--- src/include/rmw_pkg.sv ---
// constants and types shared by the reset manager with watchdog
`default_nettype none
package rmw_pkg;

	////////////////////////////////////////////////////////////////////////////////
	// register map
	localparam int         ADDR_W     = 2;
	localparam int         DATA_W     = 8;
	localparam logic [1:0] ADDR_CAUSE = 2'h0;
	localparam logic [1:0] ADDR_CTRL  = 2'h1;
	localparam logic [1:0] ADDR_WDOG  = 2'h2;

	// field positions
	localparam int SLEEP_BIT = 7;
	localparam int CAUSE_LSB = 1;
	localparam int CTRL_LSB  = 4;

	// reset values
	localparam logic [3:0] CTRL_RST  = 4'h0;
	localparam logic [4:0] CAUSE_RST = 5'h00;
	localparam logic [3:0] WD_RST    = 4'h0;

	// watchdog key sequence and limit
	localparam logic [7:0] KEY_FIRST  = 8'h0A;
	localparam logic [7:0] KEY_SECOND = 8'h03;
	localparam logic [3:0] WD_LIMIT   = 4'h8;

	////////////////////////////////////////////////////////////////////////////////
	// timing
	localparam int CLK_MHZ          = 200;
	localparam int CLK_KHZ          = 200000;
	localparam int POR_MIN_MS       = 5;
	localparam int POR_MAX_MS       = 20;
	localparam int PIN_OLD_MIN_US   = 20;
	localparam int PIN_OLD_MAX_US   = 200;
	localparam int PIN_NEW_MIN_MS   = 5;
	localparam int PIN_NEW_MAX_MS   = 20;
	localparam int POR_CYC          = POR_MIN_MS * CLK_KHZ;
	localparam int PIN_OLD_HOLD_CYC = PIN_OLD_MIN_US * CLK_MHZ;
	localparam int PIN_NEW_HOLD_CYC = PIN_NEW_MIN_MS * CLK_KHZ;
	localparam int EVT_HOLD_CYC     = 4;
	localparam int CNT_W            = 21;

	////////////////////////////////////////////////////////////////////////////////
	// types
	typedef struct packed {
		logic sleep_unlock;
		logic port_config_reset_enable;
		logic bad_access_reset_enable;
		logic watchdog_reset_enable;
	} rmw_ctrl_t;

	typedef struct packed {
		logic flag_bad_access;
		logic flag_watchdog;
		logic flag_port_combination;
		logic flag_reset_pin;
		logic flag_reset_pin_asleep;
	} rmw_cause_t;

	typedef struct packed {
		logic cold;
		logic system;
		logic pconf;
		logic sleep;
	} rmw_resets_t;

endpackage
`default_nettype wire

--- src/logic/rmw_reset_manager.sv ---
// reset manager: reset merging, cause flags, sleep entry and key-cleared watchdog
// Operation
// [RQ1] supply rise asserts reset; release waits for regulator start-up, no voltage check.
// [RQ2] high level on external reset pin activates reset.
// [RQ3] port A combination request is accepted as a reset source.
// [RQ4] enabled watchdog that expires uncleared generates a reset.
// [RQ5] enabled bad-access detection generates reset on unmapped address access.
// [RQ6] sleep request with unlock set enters sleep; sleep reset held throughout.
// [RQ7] sleep request has no effect while unlock bit is zero.
// [RQ8] sleep request bit always reads zero.
// [RQ9] cause register holds one flag per source, set by that source.
// [RQ10] pin waking from sleep sets both pin and pin-asleep flags.
// [RQ11] power-on reset leaves all cause flags zero.
// [RQ12] flags accumulate until any write to cause register clears all.
// [RQ13] watchdog enable, once set, is cleared only by power-on reset.
// [RQ14] port configuration reset follows other sources only when enabled.
// [RQ15] watchdog cleared only by key 0x0A then 0x03 in consecutive writes.
// [RQ16] any other watchdog write between the keys voids the sequence.
// [RQ17] 4-bit watchdog counter counts 0 to 7, readable, fires at 8.
// [RQ18] software must clear watchdog at least every 2 seconds.
// [RQ19] power-on reset held between 5 and 20 ms before execution.
// [RQ20] reset held after pin falling edge for the revision's hold time.
// [RQ21] watchdog ticks from low prescaler; stops on external clock without RC.
// [RQ22] cold reset only on power-on; system reset on cold or enabled source.
// [RQ23] watchdog counter zeroes on cold reset and valid key pair, then ticks.
`default_nettype none
`timescale 1ns/1ps
module rmw_reset_manager #(
	parameter int POR_CYC      = rmw_pkg::POR_CYC,
	parameter int PIN_HOLD_CYC = rmw_pkg::PIN_NEW_HOLD_CYC,
	parameter int EVT_HOLD_CYC = rmw_pkg::EVT_HOLD_CYC
) (
	input  wire logic                        i_mclk,
	input  wire logic                        i_nrst,
	input  wire logic                        i_supply_up,
	input  wire logic                        i_vreg_ready,
	input  wire logic                        i_reset_pin,
	input  wire logic                        i_porta_req,
	input  wire logic                        i_bad_access,
	input  wire logic                        i_lowpre_tick,
	input  wire logic                        i_rc_oscillator_enable,
	input  wire logic                        i_ext_clk_sel,
	input  wire logic [rmw_pkg::ADDR_W-1:0]  i_addr,
	input  wire logic [rmw_pkg::DATA_W-1:0]  i_wdata,
	input  wire logic                        i_wr,
	input  wire logic                        i_rd,
	output logic      [rmw_pkg::DATA_W-1:0]  o_rdata,
	output rmw_pkg::rmw_resets_t             o_resets,
	output logic                             o_asleep
);

	localparam int CW = rmw_pkg::CNT_W;

	////////////////////////////////////////////////////////////////////////////////
	// pin synchronisers
	logic supply_m_r;
	logic supply_s_r;
	logic pin_m_r;
	logic pin_s_r;
	logic pin_d_r;

	always_ff @(posedge i_mclk or negedge i_nrst)
	begin
		if (!i_nrst)
		begin
			supply_m_r <= 1'b0;
			supply_s_r <= 1'b0;
			pin_m_r    <= 1'b0;
			pin_s_r    <= 1'b0;
			pin_d_r    <= 1'b0;
		end
		else
		begin
			supply_m_r <= i_supply_up;
			supply_s_r <= supply_m_r;
			pin_m_r    <= i_reset_pin;
			pin_s_r    <= pin_m_r;
			pin_d_r    <= pin_s_r;
		end
	end

	logic pin_rise;
	assign pin_rise = pin_s_r && !pin_d_r;

	////////////////////////////////////////////////////////////////////////////////
	// power-on detector
	logic [CW-1:0] por_cnt_r;
	logic          cold_r;
	logic          por_run;
	logic          por_done;

	assign por_run  = supply_s_r && i_vreg_ready;
	assign por_done = (por_cnt_r == CW'(POR_CYC));

	always_ff @(posedge i_mclk or negedge i_nrst)
	begin
		if (!i_nrst)
		begin
			por_cnt_r <= '0;
			cold_r    <= 1'b1;
		end
		else
		begin
			if (!por_run)
				por_cnt_r <= '0; // [RQ1]
			else if (!por_done)
				por_cnt_r <= por_cnt_r + CW'(1); // [RQ19]
			cold_r <= !(por_run && por_done); // [RQ1] [RQ22]
		end
	end

	////////////////////////////////////////////////////////////////////////////////
	// reset pin hold after the falling edge
	logic [CW-1:0] pin_cnt_r;
	logic          pin_busy;

	always_ff @(posedge i_mclk or negedge i_nrst)
	begin
		if (!i_nrst)
			pin_cnt_r <= '0;
		else if (pin_s_r)
			pin_cnt_r <= CW'(PIN_HOLD_CYC); // [RQ20]
		else if (pin_cnt_r != '0)
			pin_cnt_r <= pin_cnt_r - CW'(1);
	end

	assign pin_busy = pin_s_r || (pin_cnt_r != '0); // [RQ2] [RQ20]

	////////////////////////////////////////////////////////////////////////////////
	// control register
	rmw_pkg::rmw_ctrl_t ctrl_r;
	logic               wr_cause;
	logic               wr_ctrl;
	logic               wr_wdog;

	assign wr_cause = i_wr && (i_addr == rmw_pkg::ADDR_CAUSE);
	assign wr_ctrl  = i_wr && (i_addr == rmw_pkg::ADDR_CTRL);
	assign wr_wdog  = i_wr && (i_addr == rmw_pkg::ADDR_WDOG);

	always_ff @(posedge i_mclk or negedge i_nrst)
	begin
		if (!i_nrst)
			ctrl_r <= rmw_pkg::CTRL_RST;
		else if (cold_r)
			ctrl_r <= rmw_pkg::CTRL_RST; // [RQ13]
		else if (wr_ctrl)
		begin
			ctrl_r.sleep_unlock             <= i_wdata[rmw_pkg::CTRL_LSB+3];
			ctrl_r.port_config_reset_enable <= i_wdata[rmw_pkg::CTRL_LSB+2];
			ctrl_r.bad_access_reset_enable  <= i_wdata[rmw_pkg::CTRL_LSB+1];
			ctrl_r.watchdog_reset_enable    <= ctrl_r.watchdog_reset_enable
				| i_wdata[rmw_pkg::CTRL_LSB]; // [RQ13]
		end
	end

	////////////////////////////////////////////////////////////////////////////////
	// watchdog key sequence and counter
	logic       key_armed_r;
	logic [3:0] wd_cnt_r;
	logic       wd_tick;
	logic       wd_clear;
	logic       wd_fire;

	assign wd_tick  = i_lowpre_tick && (i_rc_oscillator_enable || !i_ext_clk_sel); // [RQ21]
	assign wd_clear = wr_wdog && key_armed_r && (i_wdata == rmw_pkg::KEY_SECOND); // [RQ15]
	assign wd_fire  = (wd_cnt_r == rmw_pkg::WD_LIMIT); // [RQ17]

	always_ff @(posedge i_mclk or negedge i_nrst)
	begin
		if (!i_nrst)
			key_armed_r <= 1'b0;
		else if (cold_r)
			key_armed_r <= 1'b0;
		else if (wr_wdog)
			key_armed_r <= (i_wdata == rmw_pkg::KEY_FIRST); // [RQ15] [RQ16]
	end

	always_ff @(posedge i_mclk or negedge i_nrst)
	begin
		if (!i_nrst)
			wd_cnt_r <= rmw_pkg::WD_RST;
		else if (cold_r || wd_clear || wd_fire)
			wd_cnt_r <= rmw_pkg::WD_RST; // [RQ23]
		else if (wd_tick)
			wd_cnt_r <= wd_cnt_r + 4'h1; // [RQ17] [RQ23]
	end

	////////////////////////////////////////////////////////////////////////////////
	// event-source reset stretch
	logic [CW-1:0] evt_cnt_r;
	logic          wd_hit;
	logic          bad_hit;
	logic          evt_busy;

	assign wd_hit   = wd_fire && ctrl_r.watchdog_reset_enable; // [RQ4]
	assign bad_hit  = i_bad_access && ctrl_r.bad_access_reset_enable; // [RQ5]
	assign evt_busy = (evt_cnt_r != '0);

	always_ff @(posedge i_mclk or negedge i_nrst)
	begin
		if (!i_nrst)
			evt_cnt_r <= '0;
		else if (wd_hit || bad_hit)
			evt_cnt_r <= CW'(EVT_HOLD_CYC); // [RQ4] [RQ5]
		else if (evt_busy)
			evt_cnt_r <= evt_cnt_r - CW'(1);
	end

	////////////////////////////////////////////////////////////////////////////////
	// internal reset outputs
	logic sys_r;
	logic pconf_r;
	logic sys_src;

	assign sys_src = cold_r || pin_busy || i_porta_req || evt_busy; // [RQ22] [RQ3]

	always_ff @(posedge i_mclk or negedge i_nrst)
	begin
		if (!i_nrst)
		begin
			sys_r   <= 1'b1;
			pconf_r <= 1'b1;
		end
		else
		begin
			sys_r   <= sys_src; // [RQ22]
			pconf_r <= cold_r || pin_busy
				|| (ctrl_r.port_config_reset_enable && (i_porta_req || evt_busy)); // [RQ14]
		end
	end

	////////////////////////////////////////////////////////////////////////////////
	// sleep control
	logic asleep_r;
	logic sleep_go;

	assign sleep_go = wr_cause && i_wdata[rmw_pkg::SLEEP_BIT] && ctrl_r.sleep_unlock; // [RQ6] [RQ7]

	always_ff @(posedge i_mclk or negedge i_nrst)
	begin
		if (!i_nrst)
			asleep_r <= 1'b0;
		else if (sys_r)
			asleep_r <= 1'b0;
		else if (sleep_go)
			asleep_r <= 1'b1; // [RQ6]
	end

	assign o_resets.cold   = cold_r;
	assign o_resets.system = sys_r;
	assign o_resets.pconf  = pconf_r;
	assign o_resets.sleep  = asleep_r || cold_r; // [RQ6]
	assign o_asleep        = asleep_r;

	////////////////////////////////////////////////////////////////////////////////
	// reset cause flags
	rmw_pkg::rmw_cause_t cause_r;
	rmw_pkg::rmw_cause_t cause_set;

	always_comb
	begin
		cause_set.flag_bad_access       = bad_hit;
		cause_set.flag_watchdog         = wd_hit;
		cause_set.flag_port_combination = i_porta_req;
		cause_set.flag_reset_pin        = pin_rise;
		cause_set.flag_reset_pin_asleep = pin_rise && asleep_r; // [RQ10]
	end

	always_ff @(posedge i_mclk or negedge i_nrst)
	begin
		if (!i_nrst)
			cause_r <= rmw_pkg::CAUSE_RST;
		else if (cold_r)
			cause_r <= rmw_pkg::CAUSE_RST; // [RQ11]
		else if (wr_cause)
			cause_r <= cause_set; // [RQ12]
		else
			cause_r <= cause_r | cause_set; // [RQ9] [RQ12]
	end

	////////////////////////////////////////////////////////////////////////////////
	// read port
	always_ff @(posedge i_mclk or negedge i_nrst)
	begin
		if (!i_nrst)
			o_rdata <= 8'h00;
		else if (i_rd)
		begin
			unique case (i_addr)
				rmw_pkg::ADDR_CAUSE: o_rdata <= {2'b00, cause_r, 1'b0}; // [RQ8] [RQ9]
				rmw_pkg::ADDR_CTRL:  o_rdata <= {ctrl_r, 4'h0};
				rmw_pkg::ADDR_WDOG:  o_rdata <= {4'h0, wd_cnt_r}; // [RQ17]
				default:             o_rdata <= 8'h00;
			endcase
		end
		else
			o_rdata <= 8'h00;
	end
endmodule // rmw_reset_manager
`default_nettype wire

--- config.mk ---
export PLATFORM = sky130hd
export DESIGN_NAME = rmw_reset_manager
export DESIGN_NICKNAME = d
export VERILOG_FILES = /design/src/include/rmw_pkg.sv /design/src/logic/rmw_reset_manager.sv
export SDC_FILE = /design/constraint.sdc
export NUM_CORES = 1
export LEC_CHECK = 0
export BUFFER_PORTS_ARGS = -buffer_cell sky130_fd_sc_hd__buf_2
export CORE_MARGIN = 2
export CORE_UTILIZATION = 45
export DETAILED_ROUTE_END_ITERATION = 16
export HOLD_SLACK_MARGIN = 0.05
export PLACE_DENSITY_LB_ADDON = 0.05
export SLEW_MARGIN = 20
export SYNTH_ARGS = -nofsm -noshare
export SYNTH_HDL_FRONTEND = slang
export SYNTH_SLANG_ARGS = --single-unit
--- constraint.sdc ---
create_clock -name i_mclk -period 2.3 [get_ports i_mclk]
set_input_delay 0.115 -clock i_mclk [delete_from_list [all_inputs] [get_ports i_mclk]]
set_output_delay 0.115 -clock i_mclk [all_outputs]
set_load 0.005 [all_outputs]
==> results.json <==
{
  "final_area_um2": 5320,
  "cts_resized": 0,
  "ys_ff_latch": 94,
  "worstSetupPathType": "reg -> reg",
  "cts_tree": "done",
  "clockBufferDepth": 2,
  "dp_hpwl_mm": 6.37,
  "fin_ws_ns": 0.160,
  "postSynthCellCount": 462,
  "p_per_area_nw_per_um2": 750,
  "num_vias": 3442,
  "synth.distinct_cells": 55,
  "finalCritPeriodShare_pct": 93.1,
  "tightest_slew_ns": 0.719,
  "syn_avg_cell_area_um2": 10.1,
  "nNetsFinal": 542,
  "finalCriticalPeriod_ns": 2.14,
  "start_util_pct": 45.7,
  "vdd_drop_max_mv": 0.405,
  "synthSimpleGateAreaFrac_pct": 25.7,
  "holdCritPathClass": "in -> reg",
  "synth.area.top_cells": "dfrtp_1 49%, xor2_1 5.8%, nor2_1 5.4%, nand2_1 2.7%, xnor2_1 2.6%",
  "dieWidth_um": 106,
  "clock_latency_ns": 0.36,
  "grt_pass1_wl_mm": 15.8,
  "max_freq_ghz": 0.467,
  "detail-route-antenna-nets": 0,
  "synth-xor-area-share_pct": 8.47,
  "antenna_found_initial": 0,
  "path_clk_slew_ns": 0.09,
  "synthTopCellsByCount": "91 x dfrtp_1, 67 x nor2_1, 33 x nand2_1",
  "tns_ns": 0,
  "grt_usage_pct": 17.6,
  "synth-adder-area-share_pct": 2.15,
  "grt_start_max_net_pins": 52,
  "synth_mux_area_share_pct": 1.72,
  "totalWireLength_mm": 9.19,
  "yosysWarningCount": 0,
  "grt_use_met1_pct": 23.8,
  "yosysMostFrequentCell": "dfrtp_1",
  "cts_sinks": 94,
  "ios": 35,
  "report.final.setup_viol": 0,
  "gp_congestion": 0.822,
  "avgRoutedWirePerCell_um": 14.1,
  "skew_ns": 0.0104,
  "post-place-ws_ns": 0.172,
  "core_area_um2": 10200,
  "busiest_layer": "met2",
  "synth-edff-count": 0,
  "post_dp_cell_area_um2": 4990,
  "crit_arrival_ns": 2.37,
  "cts-buffers-inserted": 9,
  "overflow": 0,
  "drive_above_1_share_pct": 14.7,
  "slew_headroom_pct": 52.0,
  "final_hold_viol_count": 0,
  "grt_pass1_vias": 3348,
  "synth.net_count": 492,
  "cts_max_level": 3,
  "synth_top_area_share_pct": 49.0,
  "startpoint_type": "flop",
  "placementRows": 37,
  "p_leak_nw": 2.23,
  "n_antenna_cell": 0,
  "synth-async-reset-ratio_pct": 100,
  "yosysSeqAreaShare_pct": 50.7,
  "synth_top_family_by_area": "simple AND/OR/NAND/NOR gates",
  "fin_util_pct": 52.2,
  "crit_fanout": 6,
  "grtUsageMet3_pct": 3.83,
  "synthFlopType": "dfrtp_1",
  "first_pass_iters": 4,
  "drc_errors": 0,
  "die_y_um": 106,
  "syn_to_final_growth_pct": 14.4,
  "synth_top_area_cell": "dfrtp_1",
  "rsz0062_at_grt": "false",
  "grt_util_met2_pct": 28.6,
  "synth_compound_area_share_pct": 8.31,
  "portBuffers": 34,
  "drv_slew": 0,
  "endpoint_kind": "flop",
  "n_fill_cell": 960,
  "cts_root_buf": "clkbuf_8",
  "drtIter0Drc": 102,
  "maxCapViolCount": 0,
  "routed_via_density": 5.27,
  "whs_ns": 0.0607,
  "status": "finished, final reports clean",
  "netlist_area_um2": 4650,
  "crit_required_ns": 2.53,
  "die-area_um2": 11200
}
==> worst max-delay path: stages, from the launching register on <==
cell	delay (ns)
dfrtp_1	0.42
inv_1	0.10
ha_1	0.17
or3b_2	0.53
nor2_8	0.16
nand3_4	0.10
o31ai_2	0.16
or3b_1	0.36
==> stage by stage <==
step / power (mW) / instances
2_1_floorplan: 2.61 / 462
3_3_place_gp: 2.85 / 625
3_5_place_dp: 2.87 / 625
4_1_cts: 4.03 / 653
5_1_grt: 4.25 / 653
6_report: 3.99 / 653
==> final timing paths <==
check	to	depth (start not counted)	slack (ns)	startpoint
max	pin_cnt_r[14]$_DFFE_PN0P_	7	0.16	pin_cnt_r[0]$_DFFE_PN0P_
min	o_rdata[0]$_DFF_PN0_	3	0.06	i_addr[1]
max reg2reg	pin_cnt_r[14]$_DFFE_PN0P_	7	0.16	pin_cnt_r[0]$_DFFE_PN0P_
min reg2reg	supply_s_r$_DFF_PN0_	0	0.36	supply_m_r$_DFF_PN0_
max in group asynchronous	cold_r$_DFF_PN1_	3	1.51	i_nrst
min in group asynchronous	o_rdata[5]$_DFF_PN0_	2	0.18	i_nrst
==> routing by layer <==
| layer | share of wire, % | vias up | routed length, µm |
|---|---|---|---|
| li1 | - | 1725 | - |
| met1 | 49 | 1669 | 4490 |
| met2 | 48 | 44 | 4380 |
| met3 | 2.7 | 4 | 248 |
| met4 | 0.80 | 0 | 74 |
| met5 | 0 | - | 0 |
==> flip-flops by register name, indices dropped and copies added, names as in the netlist, 4 cells and up <==
register   count
cause_r        5
ctrl_r         4
evt_cnt_r     21
o_rdata        8
pin_cnt_r     21
por_cnt_r     21
wd_cnt_r       4
==> power breakdown <==
| group | switching (mW) | internal (mW) | total [mW] |
|---|---|---|---|
| Sequential | 0.243 | 1.85 | 2.10 |
| Combinational | 0.415 | 0.343 | 0.758 |
| Clock | 0.572 | 0.564 | 1.14 |
==> cell type report <==
| class | instances | area [µm²] | share of cell area, % |
|---|---|---|---|
| inverter | 14 | 52.6 | 0.988 |
| timing repair buffer | 56 | 380 | 7.15 |
| clock buffer | 13 | 159 | 2.99 |
| clock inverter | 3 | 45.0 | 0.847 |
| multi-input combinational | 337 | 2160 | 40.5 |
| tap | 136 | 170 | 3.20 |
| sequential | 94 | 2360 | 44.3 |
==> cells in the final DEF, fill, tap and decap left out, drive strengths merged, types with 5 or more instances in the layout <==
cell	count
a21oi	21
and3	6
and4	5
buf	44
clkbuf	13
dfrtp	91
dlygate4sd3	12
ha	8
inv	14
mux2i	8
nand2	33
nand2b	7
nand3	18
nand4	15
nor2	68
nor3	14
nor4	12
nor4b	5
o211ai	6
o21ai	12
or3	7
or4	7
xnor2	14
xor2	31
==> logic make-up (layout without fill, tap and decap cells) <==
| kind of cell | Yosys count | in the layout |
|---|---|---|
| AO/OA/AOI/OAI | 59 | 59 |
| XOR/XNOR | 45 | 45 |
| adder cells (fa/ha/maj) | 8 | 8 |
| buffers and inverters | 31 | 86 |
| flip-flops | 94 | 94 |
| multiplexers | 8 | 8 |
| AND/OR/NAND/NOR | 217 | 217 |
==> repair_timing <==
| item | 4_1_cts | 5_1_grt |
|---|---|---|
| setup buffers | 0 | 0 |
| endpoints found under the hold margin | 110 | 0 |
| hold buffers | 12 | 0 |
Note: power is estimated with default switching activity, not from simulation.
